**config.mk**
```make
export PLATFORM = sky130hd
export DESIGN_NAME = supply_low_voltage_detector
export DESIGN_NICKNAME = d
export VERILOG_FILES = /design/src/hw/lvd_pkg.sv /design/src/hw/supply_low_voltage_detector.sv
export VERILOG_INCLUDE_DIRS = /design/src /design/src/hw
export SDC_FILE = /design/constraint.sdc
export NUM_CORES = 1
export LEC_CHECK = 0
export BUFFER_PORTS_ARGS = -buffer_cell sky130_fd_sc_hd__buf_2
export CORE_MARGIN = 3
export CORE_UTILIZATION = 26
export DETAILED_ROUTE_END_ITERATION = 12
export MAX_ROUTING_LAYER = met4
export PLACE_DENSITY_LB_ADDON = 0.15
export SYNTH_ARGS = -nofsm -noshare
export SYNTH_HDL_FRONTEND = slang
export SYNTH_SLANG_ARGS = --single-unit
export TNS_END_PERCENT = 30
```
**constraint.sdc**
```tcl
create_clock -name hclk -period 2.27 [get_ports hclk]
set_input_delay 0.454 -clock hclk [delete_from_list [all_inputs] [get_ports hclk]]
set_output_delay 0.454 -clock hclk [all_outputs]
set_load 0.01 [all_outputs]
```
**src/hw/lvd_regs.svh**
```systemverilog
`ifndef LVD_REGS_SVH
`define LVD_REGS_SVH

// ==========================================================================
// Register word indices, taken from haddr[11:2].
// ==========================================================================
`define IDX_CTRL      10'h000
`define IDX_STATUS    10'h001
`define IDX_SET       10'h002
`define IDX_MASK      10'h003
`define F_WORD_IDX    11:2

// ==========================================================================
// Field positions of the control register.
// ==========================================================================
`define F_TRIP        2:0
`define B_BGBUF       3
`define B_DET_EN      4
`define B_LOW_FLAG    5
`define F_FILTER      7:6

// ==========================================================================
// Field positions of status, set and mask registers.
// ==========================================================================
`define B_REQUEST     0
`define B_IRQ_EN      0
`define B_GLOBAL_EN   1

// ==========================================================================
// Reset values and filter limits in slow clock edges.
// ==========================================================================
`define CTRL_RESET    8'h00
`define LIMIT_SHORT   4'h2
`define LIMIT_MID     4'h4
`define LIMIT_LONG    4'h8
`define RDATA_ZERO    32'h0000_0000
`define CNT_ZERO      4'h0
`define CNT_STEP      4'h1

`endif

```
**src/hw/lvd_pkg.sv**
```systemverilog
// ==========================================================================
// Shared types of the supply monitor.
// ==========================================================================
`default_nettype none

package lvd_pkg;

   // Operating mode of the core, as reported by the power manager.
   typedef enum logic [1:0] {
      MODE_FAST,
      MODE_SLOW,
      MODE_IDLE,
      MODE_SLEEP
   } power_mode_t;

   // Whole state of the block in one record.
   typedef struct packed {
      logic [2:0]  trip;      // Trip level code.
      logic        bgbuf;     // Bandgap buffer enable.
      logic        det_en;    // Detector enable.
      logic [1:0]  filt;      // Low-time filter code.
      logic        flag;      // Interrupt request flag.
      logic        irq_en;    // Request enable.
      logic        gie;       // Global interrupt enable.
      logic        sync1;     // First synchroniser stage.
      logic        sync2;     // Second synchroniser stage.
      logic        rc_prev;   // Previous slow clock sample.
      logic [3:0]  cnt;       // Slow clock edges seen while low.
      logic        wr_pend;   // Write data phase due.
      logic        rd_pend;   // Read wait cycle due.
      logic [9:0]  idx;       // Word index of pending access.
      logic [31:0] hrdata;    // Read data.
      logic        hready;    // Ready to the bus.
      logic        det_on;    // Detector powered.
      logic        bg_on;     // Bandgap powered.
      logic        irq;       // Interrupt output.
      logic        wake;      // Wake pulse.
   } lvd_state_t;

endpackage

`default_nettype wire

```
**src/hw/supply_low_voltage_detector.sv**
```systemverilog
// The AHB-Lite register port and the address map are this design's own decisions.
`timescale 1ns/1ps
`default_nettype none
`include "lvd_regs.svh"

// ==========================================================================
// Supply monitor control, status and filtered interrupt.
// ==========================================================================
module supply_low_voltage_detector (
   input  wire logic                 hclk,
   input  wire logic                 hresetn,
   input  wire logic                 hsel,
   input  wire logic [31:0]          haddr,
   input  wire logic [1:0]           htrans,
   input  wire logic                 hwrite,
   input  wire logic [2:0]           hsize,
   input  wire logic [31:0]          hwdata,
   input  wire logic                 hready,
   output logic      [31:0]          hrdata,
   output logic                      hreadyout,
   output logic                      hresp,
   input  wire logic                 comparator_out,
   input  wire logic                 slow_rc_clock,
   input  wire lvd_pkg::power_mode_t power_mode,
   input  wire logic                 brownout_reset_enable,
   output logic      [2:0]           trip_level_select,
   output logic                      detector_on,
   output logic                      bandgap_on,
   output logic                      irq,
   output logic                      wake
);
   import lvd_pkg::*;

   // ========================================================================
   // State and helpers.
   // ========================================================================
   lvd_state_t s_r;        // Registered state.
   lvd_state_t s_nxt;      // Next state.
   logic       rc_edge;    // Rising edge of the slow clock.
   logic       low;        // Qualified supply-low level.
   logic       hw_set;     // Filter has run out; request is due.
   logic       sw_clr;     // Software clears the request.
   logic       sw_set;     // Software sets the request.
   logic       accept;     // Address phase taken this cycle.
   logic [3:0] limit;      // Edges needed for the chosen filter.

   // Slow clock edges needed; every edge count spans one period of doubt.
   function automatic logic [3:0] filter_limit(input logic [1:0] code);
      unique case (code)
         2'h1:    filter_limit = `LIMIT_MID;
         2'h2:    filter_limit = `LIMIT_LONG;
         default: filter_limit = `LIMIT_SHORT;
      endcase
   endfunction

   // Read view of each register; unmapped words read as zero.
   function automatic logic [31:0] reg_read(input lvd_state_t st,
                                            input logic [9:0] idx);
      logic [31:0] d;
      d = `RDATA_ZERO;
      unique case (idx)
         `IDX_CTRL: begin
            d[`F_TRIP]     = st.trip;
            d[`B_BGBUF]    = st.bgbuf;
            d[`B_DET_EN]   = st.det_en;
            d[`B_LOW_FLAG] = st.sync2 & st.det_on;
            d[`F_FILTER]   = st.filt;
         end
         `IDX_STATUS: begin
            d[`B_REQUEST] = st.flag;
         end
         `IDX_MASK: begin
            d[`B_IRQ_EN]    = st.irq_en;
            d[`B_GLOBAL_EN] = st.gie;
         end
         default: begin
            d = `RDATA_ZERO;
         end
      endcase
      return d;
   endfunction

   // ========================================================================
   // Next-state logic.
   // ========================================================================
   // One process computes the whole next state so that every field has a
   // single driver and the priorities stay visible in one place.
   always_comb begin
      s_nxt = s_r;
      sw_clr = 1'b0;
      sw_set = 1'b0;

      // The comparator is asynchronous; only the second stage is used.
      s_nxt.sync1 = comparator_out;
      s_nxt.sync2 = s_r.sync1;
      s_nxt.rc_prev = slow_rc_clock;
      rc_edge = slow_rc_clock & ~s_r.rc_prev;

      // A switched-off detector reports no low supply at all.
      low = s_r.sync2 & s_r.det_on;
      limit = filter_limit(s_r.filt);

      // Count slow clock edges while low; any high sample restarts.
      if (!low) begin
         s_nxt.cnt = `CNT_ZERO;
      end else if (rc_edge && (s_r.cnt != limit)) begin
         s_nxt.cnt = s_r.cnt + `CNT_STEP;
      end
      hw_set = low & rc_edge & (s_r.cnt == (limit - `CNT_STEP));

      // Bus address phase; the single slave's ready is the bus ready.
      accept = hsel & htrans[1] & hready;

      // Write data phase: commit with the data now on hwdata.
      if (s_r.wr_pend) begin
         s_nxt.wr_pend = 1'b0;
         unique case (s_r.idx)
            `IDX_CTRL: begin
               s_nxt.trip   = hwdata[`F_TRIP];
               s_nxt.bgbuf  = hwdata[`B_BGBUF];
               s_nxt.det_en = hwdata[`B_DET_EN];
               s_nxt.filt   = hwdata[`F_FILTER];
            end
            `IDX_STATUS: begin
               sw_clr = hwdata[`B_REQUEST];
            end
            `IDX_SET: begin
               // Lets software preset the request before idle.
               sw_set = hwdata[`B_REQUEST];
            end
            `IDX_MASK: begin
               s_nxt.irq_en = hwdata[`B_IRQ_EN];
               s_nxt.gie    = hwdata[`B_GLOBAL_EN];
            end
            default: begin
               sw_clr = 1'b0;
            end
         endcase
      end

      // A read waits one cycle so that a write just before it is seen.
      if (s_r.rd_pend) begin
         s_nxt.hrdata  = reg_read(s_r, s_r.idx);
         s_nxt.hready  = 1'b1;
         s_nxt.rd_pend = 1'b0;
      end

      // Take a new address phase; only whole words are expected.
      if (accept) begin
         s_nxt.idx = haddr[`F_WORD_IDX];
         if (hwrite) begin
            s_nxt.wr_pend = 1'b1;
         end else begin
            s_nxt.rd_pend = 1'b1;
            s_nxt.hready  = 1'b0;
         end
      end

      // Set wins over a clear arriving in the same cycle.
      s_nxt.flag = (s_r.flag & ~sw_clr) | sw_set | hw_set;

      // Sleep overrides the enable; other modes follow it.
      s_nxt.det_on = s_r.det_en & (power_mode != MODE_SLEEP);
      s_nxt.bg_on = s_nxt.det_on | brownout_reset_enable | s_r.bgbuf;

      // Interrupt needs its own enable and the global enable.
      s_nxt.irq = s_nxt.flag & s_nxt.irq_en & s_nxt.gie;

      // Only a fresh hardware setting wakes; a preset flag stays quiet.
      s_nxt.wake = hw_set & ~s_r.flag & (power_mode == MODE_IDLE);
   end

   // ========================================================================
   // State register.
   // ========================================================================
   // Reset gives constants only; hready starts high so the bus can begin.
   always_ff @(posedge hclk or negedge hresetn) begin
      if (!hresetn) begin
         s_r        <= '0;
         s_r.hready <= 1'b1;
      end else begin
         s_r <= s_nxt;
      end
   end

   // ========================================================================
   // Outputs, each taken from a state flip-flop except hresp, which is tied to zero.
   // ========================================================================
   assign hrdata            = s_r.hrdata;
   assign hreadyout         = s_r.hready;
   assign hresp             = 1'b0;
   assign trip_level_select = s_r.trip;
   assign detector_on       = s_r.det_on;
   assign bandgap_on        = s_r.bg_on;
   assign irq               = s_r.irq;
   assign wake              = s_r.wake;

   // ========================================================================
   // Assertions.
   // ========================================================================
   // A control write in its data phase shows its level code one edge later.
   property p_trip;
      @(posedge hclk) disable iff (!hresetn)
         (s_r.wr_pend && (s_r.idx == `IDX_CTRL)) |=>
         (trip_level_select == $past(hwdata[`F_TRIP]));
   endproperty
   a_trip: assert property (p_trip) else $error("trip level not taken");

   // A read of control returns the synchronised low flag.
   property p_low_read;
      @(posedge hclk) disable iff (!hresetn)
         (s_r.rd_pend && (s_r.idx == `IDX_CTRL)) |=>
         (hrdata[`B_LOW_FLAG] == $past(s_r.sync2 & s_r.det_on)) && hreadyout;
   endproperty
   a_low_read: assert property (p_low_read) else $error("low flag read wrong");

   // Sleep always turns the detector off.
   property p_sleep_off;
      @(posedge hclk) disable iff (!hresetn)
         (power_mode == MODE_SLEEP) |=> !detector_on;
   endproperty
   a_sleep_off: assert property (p_sleep_off) else $error("detector on in sleep");

   // Outside sleep the detector follows its enable.
   property p_follow_en;
      @(posedge hclk) disable iff (!hresetn)
         (power_mode != MODE_SLEEP) |=> (detector_on == $past(s_r.det_en));
   endproperty
   a_follow_en: assert property (p_follow_en) else $error("enable ignored");

   // Without a low level only software can raise the request.
   property p_no_short;
      @(posedge hclk) disable iff (!hresetn)
         (!(s_r.sync2 && s_r.det_on) && !sw_set) |=> !$rose(s_r.flag);
   endproperty
   a_no_short: assert property (p_no_short) else $error("request without low");

   // The shortest filter needs at least two slow clock edges.
   property p_filter_len;
      @(posedge hclk) disable iff (!hresetn)
         hw_set |-> (s_r.cnt == (filter_limit(s_r.filt) - `CNT_STEP)) && (s_r.cnt != `CNT_ZERO);
   endproperty
   a_filter_len: assert property (p_filter_len) else $error("filter too short");

   // A fresh request in idle wakes the core on the next edge.
   property p_wake;
      @(posedge hclk) disable iff (!hresetn)
         (hw_set && !s_r.flag && (power_mode == MODE_IDLE)) |=> wake;
   endproperty
   a_wake: assert property (p_wake) else $error("no wake from idle");

   // Bandgap comes on whenever brownout or the buffer bit asks for it.
   property p_bandgap;
      @(posedge hclk) disable iff (!hresetn)
         (brownout_reset_enable || s_r.bgbuf) |=> bandgap_on;
   endproperty
   a_bandgap: assert property (p_bandgap) else $error("bandgap off");

   // Interrupt only with both enables.
   property p_irq_gate;
      @(posedge hclk) disable iff (!hresetn)
         irq |-> (s_r.flag && s_r.irq_en && s_r.gie);
   endproperty
   a_irq_gate: assert property (p_irq_gate) else $error("ungated interrupt");

   // A comparator steady for three edges is seen as low.
   property p_sync;
      @(posedge hclk) disable iff (!hresetn)
         comparator_out [*3] |-> s_r.sync2;
   endproperty
   a_sync: assert property (p_sync) else $error("synchroniser stuck");

   // A low that ends empties the filter, so a new low starts afresh.
   property p_restart;
      @(posedge hclk) disable iff (!hresetn)
         !(s_r.sync2 && s_r.det_on) |=> (s_r.cnt == `CNT_ZERO);
   endproperty
   a_restart: assert property (p_restart) else $error("filter not restarted");

   // The request never follows a low that has only just begun.
   // Guards against a count left over from an earlier low episode.
   property p_low_held;
      @(posedge hclk) disable iff (!hresetn)
         hw_set |-> $past(s_r.sync2 && s_r.det_on);
   endproperty
   a_low_held: assert property (p_low_held) else $error("request on a fresh low");

   // With buffer and brownout off, the bandgap follows the detector alone.
   property p_bandgap_off;
      @(posedge hclk) disable iff (!hresetn)
         (!brownout_reset_enable && !s_r.bgbuf) |=> (bandgap_on == detector_on);
   endproperty
   a_bandgap_off: assert property (p_bandgap_off) else $error("bandgap source wrong");

   // A pulse on the wake line lasts a single cycle.
   property p_wake_pulse;
      @(posedge hclk) disable iff (!hresetn)
         wake |=> !wake;
   endproperty
   a_wake_pulse: assert property (p_wake_pulse) else $error("wake pulse too long");

   // A request that is already pending never wakes the core again.
   property p_no_rewake;
      @(posedge hclk) disable iff (!hresetn)
         s_r.flag |=> !wake;
   endproperty
   a_no_rewake: assert property (p_no_rewake) else $error("wake from pending request");

   // Writing a one to the status word clears a request with no new event.
   property p_clear;
      @(posedge hclk) disable iff (!hresetn)
         (s_r.wr_pend && (s_r.idx == `IDX_STATUS) && hwdata[`B_REQUEST] && !hw_set)
         |=> !s_r.flag;
   endproperty
   a_clear: assert property (p_clear) else $error("request not cleared");

   // Both enables and a pending request always reach the pin.
   property p_irq_on;
      @(posedge hclk) disable iff (!hresetn)
         (s_r.flag && s_r.irq_en && s_r.gie) |-> irq;
   endproperty
   a_irq_on: assert property (p_irq_on) else $error("interrupt missing");

   // Main scenarios.
   property p_cov_set;
      @(posedge hclk) disable iff (!hresetn) hw_set;
   endproperty
   c_cov_set: cover property (p_cov_set);

   property p_cov_wake;
      @(posedge hclk) disable iff (!hresetn) wake;
   endproperty
   c_cov_wake: cover property (p_cov_wake);

   property p_cov_irq;
      @(posedge hclk) disable iff (!hresetn) $rose(irq);
   endproperty
   c_cov_irq: cover property (p_cov_irq);

   property p_cov_read;
      @(posedge hclk) disable iff (!hresetn) s_r.rd_pend ##1 hreadyout;
   endproperty
   c_cov_read: cover property (p_cov_read);

   property p_cov_sleep;
      @(posedge hclk) disable iff (!hresetn) s_r.det_en && (power_mode == MODE_SLEEP);
   endproperty
   c_cov_sleep: cover property (p_cov_sleep);

endmodule

`default_nettype wire

```
==> After elaboration in Yosys (flattened, before gate mapping) <==
Index checks and enable logic that the tools add are counted.
{ "totals": {"in_bits": 79, "n_memories": 0, "latchBits": 0, "rom_bits": 0, "register_bits": 42, "word_cells": 72, "mem_bits_rw": 0} }
{ "classes": {"order_cmp": 0, "bitwise": 19, "reduce_logical": 3, "mul": 0, "addsub": 2, "n_mux": 18, "n_eq_ne": 10, "n_shift": 0, "div": 0} }
{ "op_table": {"columns": ["op", "count"], "rows": [
  ["$eq A10 B2 Y1 const B", 2],
  ["$and A1 B1 Y1", 12],
  ["$mux W12", 1],
  ["$eq A10 B1 Y1 const B", 1],
  ["$logic_not A10 Y1", 1],
  ["$mux W1", 9],
  ["$mux W4", 2],
  ["$pmux W4 S2", 1],
  ["$mux W6", 1],
  ["$add A4 B1 Y4 const B", 1],
  ["$eq A2 B2 Y1 const B", 2],
  ["$eq A4 B4 Y1", 1],
  ["$mux W2", 2],
  ["$ne A4 B4 Y1", 1],
  ["$or A1 B1 Y1", 4],
  ["$sub A4 B1 Y4 const B", 1],
  ["$not A1 Y1", 3],
  ["$pmux W1 S3", 1],
  ["$eq A2 B1 Y1 const B", 1],
  ["$ne A2 B1 Y1 const B", 1],
  ["$ne A2 B2 Y1 const B", 1],
  ["$pmux W1 S2", 1],
  ["$reduce_and A2 Y1", 1],
  ["$logic_and A1 B1 Y1", 1]
]} }

==> Depth between registers and ports, before layout <==
{ "logic_depth": {"word_depth": 9, "depth_mapped": 6, "depth_no_buf": 6} }

==> Worst setup path after synthesis <==
OpenSTA, ideal clock, no wires.
{ "synth_path": {"path_kind": "reg2reg", "start": "reg s_r[59] in the netlist's numbering", "end": "reg s_r[50] in the netlist's numbering", "synth_period_minus_slack_ps": 1832, "setup_time_ps": 121, "required_ps": 2149, "path_stages_with_launch": 7, "path_slack_ps": 438, "arrival_time_ps": 1711, "path_cell_list": "dfrtp_1 -> inv_1 -> ha_1 -> xor2_1 -> o41ai_1 -> mux2i_1 -> nor2_1"} }
{ "synth_via": {"elab_chain_len": 5, "elab_cells_between_ends": 6, "classes_between": "eq/ne: 4; mux: 1; reduce/logical: 1"} }
{ "synth_lines": {"columns": ["element", "line_no", "rtl"], "rows": [
  ["start: declaration", "supply_low_voltage_detector.sv:37", "lvd_state_t s_r;"],
  ["start signal: assignment", "supply_low_voltage_detector.sv:182", "s_r <= s_nxt;"],
  ["$eq A2 B2 Y1 / $eq A2 B1 Y1 (equally long branches)", "supply_low_voltage_detector.sv:49", "unique case (code)"],
  ["$pmux W4 S2 *", "supply_low_voltage_detector.sv:49", null],
  ["$ne A4 B4 Y1 *", "supply_low_voltage_detector.sv:106", "end else if (rc_edge && (s_r.cnt != limit)) begin"],
  ["$logic_and A1 B1 Y1 *", "supply_low_voltage_detector.sv:106", null],
  ["$ne A2 B1 Y1 (no line) *", null, null]
]} }
Every way passes the cells marked *; elsewhere a longest branch is shown, timed or not.
A chain may end at the register's enable or synchronous reset.

==> impl_metrics.py <==
metrics = {
    "outcome": {
        "run_status": "finished, final reports clean",
    },
    "min_path": {
        "min_path_type": "in -> async",
    },
    "detailed_routing": {
        "final_antenna_net_count": 0,
        "drc_errors": 0,
        "wirelength_mm": 4.18,
        "dr.pass1.iters": 4,
        "drt-wirelength-per-cell_um": 13.3,
        "route.vias.total": 1314,
        "drt_iter0_drc": 56,
        "drt-vias-per-instance": 4.20,
    },
    "critical_path": {
        "cp_top_family": "simple AND/OR/NAND/NOR gates",
        "path_buf_inv": 1,
        "critical_path.slowest_cell": "dfrtp_1",
        "cp.arrival_ns": 2.11,
        "slowest_delay_ns": 0.43,
        "endpoint_kind": "flip-flop",
        "crit_type": "reg -> reg",
        "path_cells": "inv_1, ha_1, xor2_1, or3_1, a211o_1, nor4b_1",
        "crit_fanout": 4,
        "required_ns": 2.47,
        "cp-start-kind": "flip-flop",
    },
    "timing": {
        "tns_ns": 0,
        "period_share_pct": 84.3,
        "tightest_slew_ns": 0.568,
        "hold_violations": 0,
        "drv_slew": 0,
        "skew_ns": 0.0162,
        "fmax_ghz": 0.522,
        "period_minus_slack_ns": 1.91,
        "slew_headroom_pct": 62.1,
        "rsz0062_at_grt": "no",
        "setup_viol": 0,
    },
    "synthesis": {
        "ys_ff_latch": 42,
        "synth_cell_types": 39,
        "syn-instance-count": 173,
        "syn_area_per_cell_sq_um": 11.9,
        "yosysWarnings": 0,
        "ys_seq_area_share_pct": 51.0,
        "synth_area_sq_um": 2060,
    },
    "clock_network": {
        "cts_buffers": 5,
        "clock_sink_count": 42,
        "cts_setup_buffers": 0,
        "insertion_delay_ns": 0.30,
        "cts.htree.levels": 2,
        "clockBufferDepth": 2,
        "cts_root_buf": "clkbuf_8",
        "cts_tree": "yes",
        "hold_buffers": 0,
        "clkTransAtPathRegs_ns": 0.10,
        "cts_resized": 0,
    },
    "global_route": {
        "grt_overflow_total": 0,
        "grt.total_usage_pct": 10.6,
        "grt_max_degree": 23,
        "grt_pass1_vias": 1330,
        "grt_pass1_wl_mm": 6.91,
        "antenna_found_initial": 0,
    },
    "placement": {
        "gp_congestion": 0.699,
        "placedInstanceArea_sq_um": 2260,
        "io_buffers": 43,
        "dpl.hpwl_mm": 3.10,
    },
    "floorplan": {
        "die_h_um": 95.1,
        "die_x_um": 95.1,
        "io_pins": 120,
        "die_area_sq_um": 9040,
        "core-area_sq_um": 7490,
        "start_util_pct": 27.5,
        "row_count": 31,
    },
    "power": {
        "clkPwrFrac_pct": 32.6,
        "swShare_pct": 28.7,
        "p_sw_w": 0.000452,
        "p_leak_nw": 1.17,
        "combPwrFrac_pct": 12.7,
        "ir_drop_uv": 204,
        "power_frac_seq_pct": 54.7,
        "p_int_w": 0.00112,
        "powerDensity_nw_per_um2": 671,
    },
    "run": {
        "drv_cap": 0,
    },
    "cells_and_area": {
        "register_area_sq_um": 1050,
        "layout-drive-gt1-share_pct": 36.9,
        "syn_to_final_growth_pct": 13.9,
        "antenna_cells": 0,
        "nets": 296,
        "design_area_sq_um": 2350,
        "multi_input_area_sq_um": 800,
        "fillCellCount": 782,
    },
}
## placed cells by master, fill, tap and decap left out, drive strengths merged, types with 3 or more instances in the layout
cell type and n:
nor4 4, mux2 21, a21oi 3, inv 7, nor2 7, nand2 7, clkbuf 5, a22o 5
conb 25, xor2 5, ha 4, nand3 4, dfrtp 41, or3 3, buf 47
## cell usage after synthesis
| cell type | count | area share [%] |
|---|---|---|
| nor4_2 | 1 | 0.61 |
| a22oi_1 | 1 | 0.36 |
| nand2_1 | 7 | 1.3 |
| nor2b_1 | 2 | 0.61 |
| nor3_1 | 2 | 0.49 |
| or4_4 | 1 | 0.55 |
| conb_1 | 1 | 0.18 |
| xor2_1 | 5 | 2.1 |
| a211o_1 | 1 | 0.42 |
| dfstp_2 | 1 | 1.3 |
| a21o_1 | 2 | 0.73 |
| and3_1 | 1 | 0.30 |
| ha_1 | 4 | 2.4 |
| a22o_1 | 5 | 2.1 |
| o41ai_1 | 1 | 0.42 |
| nor4_1 | 2 | 0.61 |
| nand3_1 | 4 | 0.97 |
| or3_1 | 3 | 0.91 |
| nor4b_1 | 1 | 0.42 |
| mux2i_1 | 2 | 0.97 |
| nor2_1 | 7 | 1.3 |
| o31ai_1 | 1 | 0.36 |
| o21ai_0 | 1 | 0.24 |
| mux2_2 | 20 | 11 |
| nor4_4 | 1 | 1.0 |
| and3b_1 | 1 | 0.42 |
| buf_4 | 36 | 13 |
| a32o_1 | 1 | 0.49 |
| or4_1 | 1 | 0.36 |
| a21oi_1 | 3 | 0.73 |
| inv_1 | 6 | 1.1 |
| dfrtp_1 | 41 | 50 |
| clkbuf_1 | 1 | 0.18 |
| mux2_1 | 1 | 0.55 |
| buf_1 | 1 | 0.18 |
| a21boi_0 | 1 | 0.36 |
| nand4_1 | 1 | 0.30 |
| nand4b_1 | 1 | 0.42 |
| o31a_1 | 1 | 0.42 |
## kinds of logic (layout without fill, tap and decap cells)
logic type / Yosys count / in the layout / synth area share (%)
other: 1 / 25 / 0.182
AO/OA/AOI/OAI: 18 / 18 / 6.67
XOR/XNOR: 5 / 5 / 2.12
multiplexers: 23 / 23 / 12.4
AND/OR/NAND/NOR: 36 / 36 / 10.6
flip-flops: 42 / 42 / 51.0
adder cells (fa/ha/maj): 4 / 4 / 2.43
buffers and inverters: 44 / 61 / 14.6
## path summary, 6_finish.rpt
| check | startpoint | to | slack (ns) | cells past startpoint |
|---|---|---|---|---|
| hold reg to reg | s_nxt[54] | s_r[54] | 0.36 | 0 |
| max in group asynchronous | hresetn | hreadyout | 1.57 | 2 |
| hold / removal | hresetn | s_nxt[54] | 0.11 | 1 |
| setup / recovery | s_r[59] | wake | 0.36 | 6 |
| min in group hclk | comparator_out | s_nxt[54] | 0.26 | 1 |
| setup reg to reg | s_r[59] | wake | 0.36 | 6 |
## flip-flops by register name (all words and copies together) (netlist names)
name / flops
hrdata: 8
bandgap_on: 1
detector_on: 1
s_nxt: 1
irq: 1
hreadyout: 1
wake: 1
trip_level_select: 3
s_r: 25
## final cells by class
type	instances	share of cell area, %
clock buffers	5	2.93
repair buffers	47	11.0
clock inverters	3	1.01
inverters	6	0.959
well taps	99	5.27
flip-flops and latches	42	44.8
multi-input cells	111	34.0
## per-stage QoR
stage	util [%]	power, W	hold slack, ns	cells	worst slack, ns
final	31.4	0.00157	0.113	313	0.356
after global placement	30.1	0.00108	0.335	305	0.396
after detailed placement	30.1	0.00108	0.336	305	0.384
after global routing	31.4	0.00170	0.131	313	0.246
after floorplan	-	0.00103	0.158	197	0.438
after CTS	31.4	0.00161	0.127	313	0.354
## power groups by stage
| stage | logic, W | clock network, W | registers, W |
|---|---|---|---|
| 2_1_floorplan | 0.000163 | 0 | 0.000865 |
| 3_3_place_gp | 0.000200 | 0 | 0.000876 |
| 3_5_place_dp | 0.000203 | 0 | 0.000878 |
| 4_1_cts | 0.000204 | 0.000542 | 0.000863 |
| 5_1_grt | 0.000230 | 0.000592 | 0.000873 |
| 6_report | 0.000200 | 0.000513 | 0.000862 |
## per-layer routing
layer	track usage, %	up-vias	part of all wire [%]
met5	-	-	0
met4	3.97	0	1.2
met3	2.84	4	6.1
met2	15.5	44	47
met1	14.1	644	46
li1	-	622	-
Note: power is estimated with default switching activity, not from simulation.
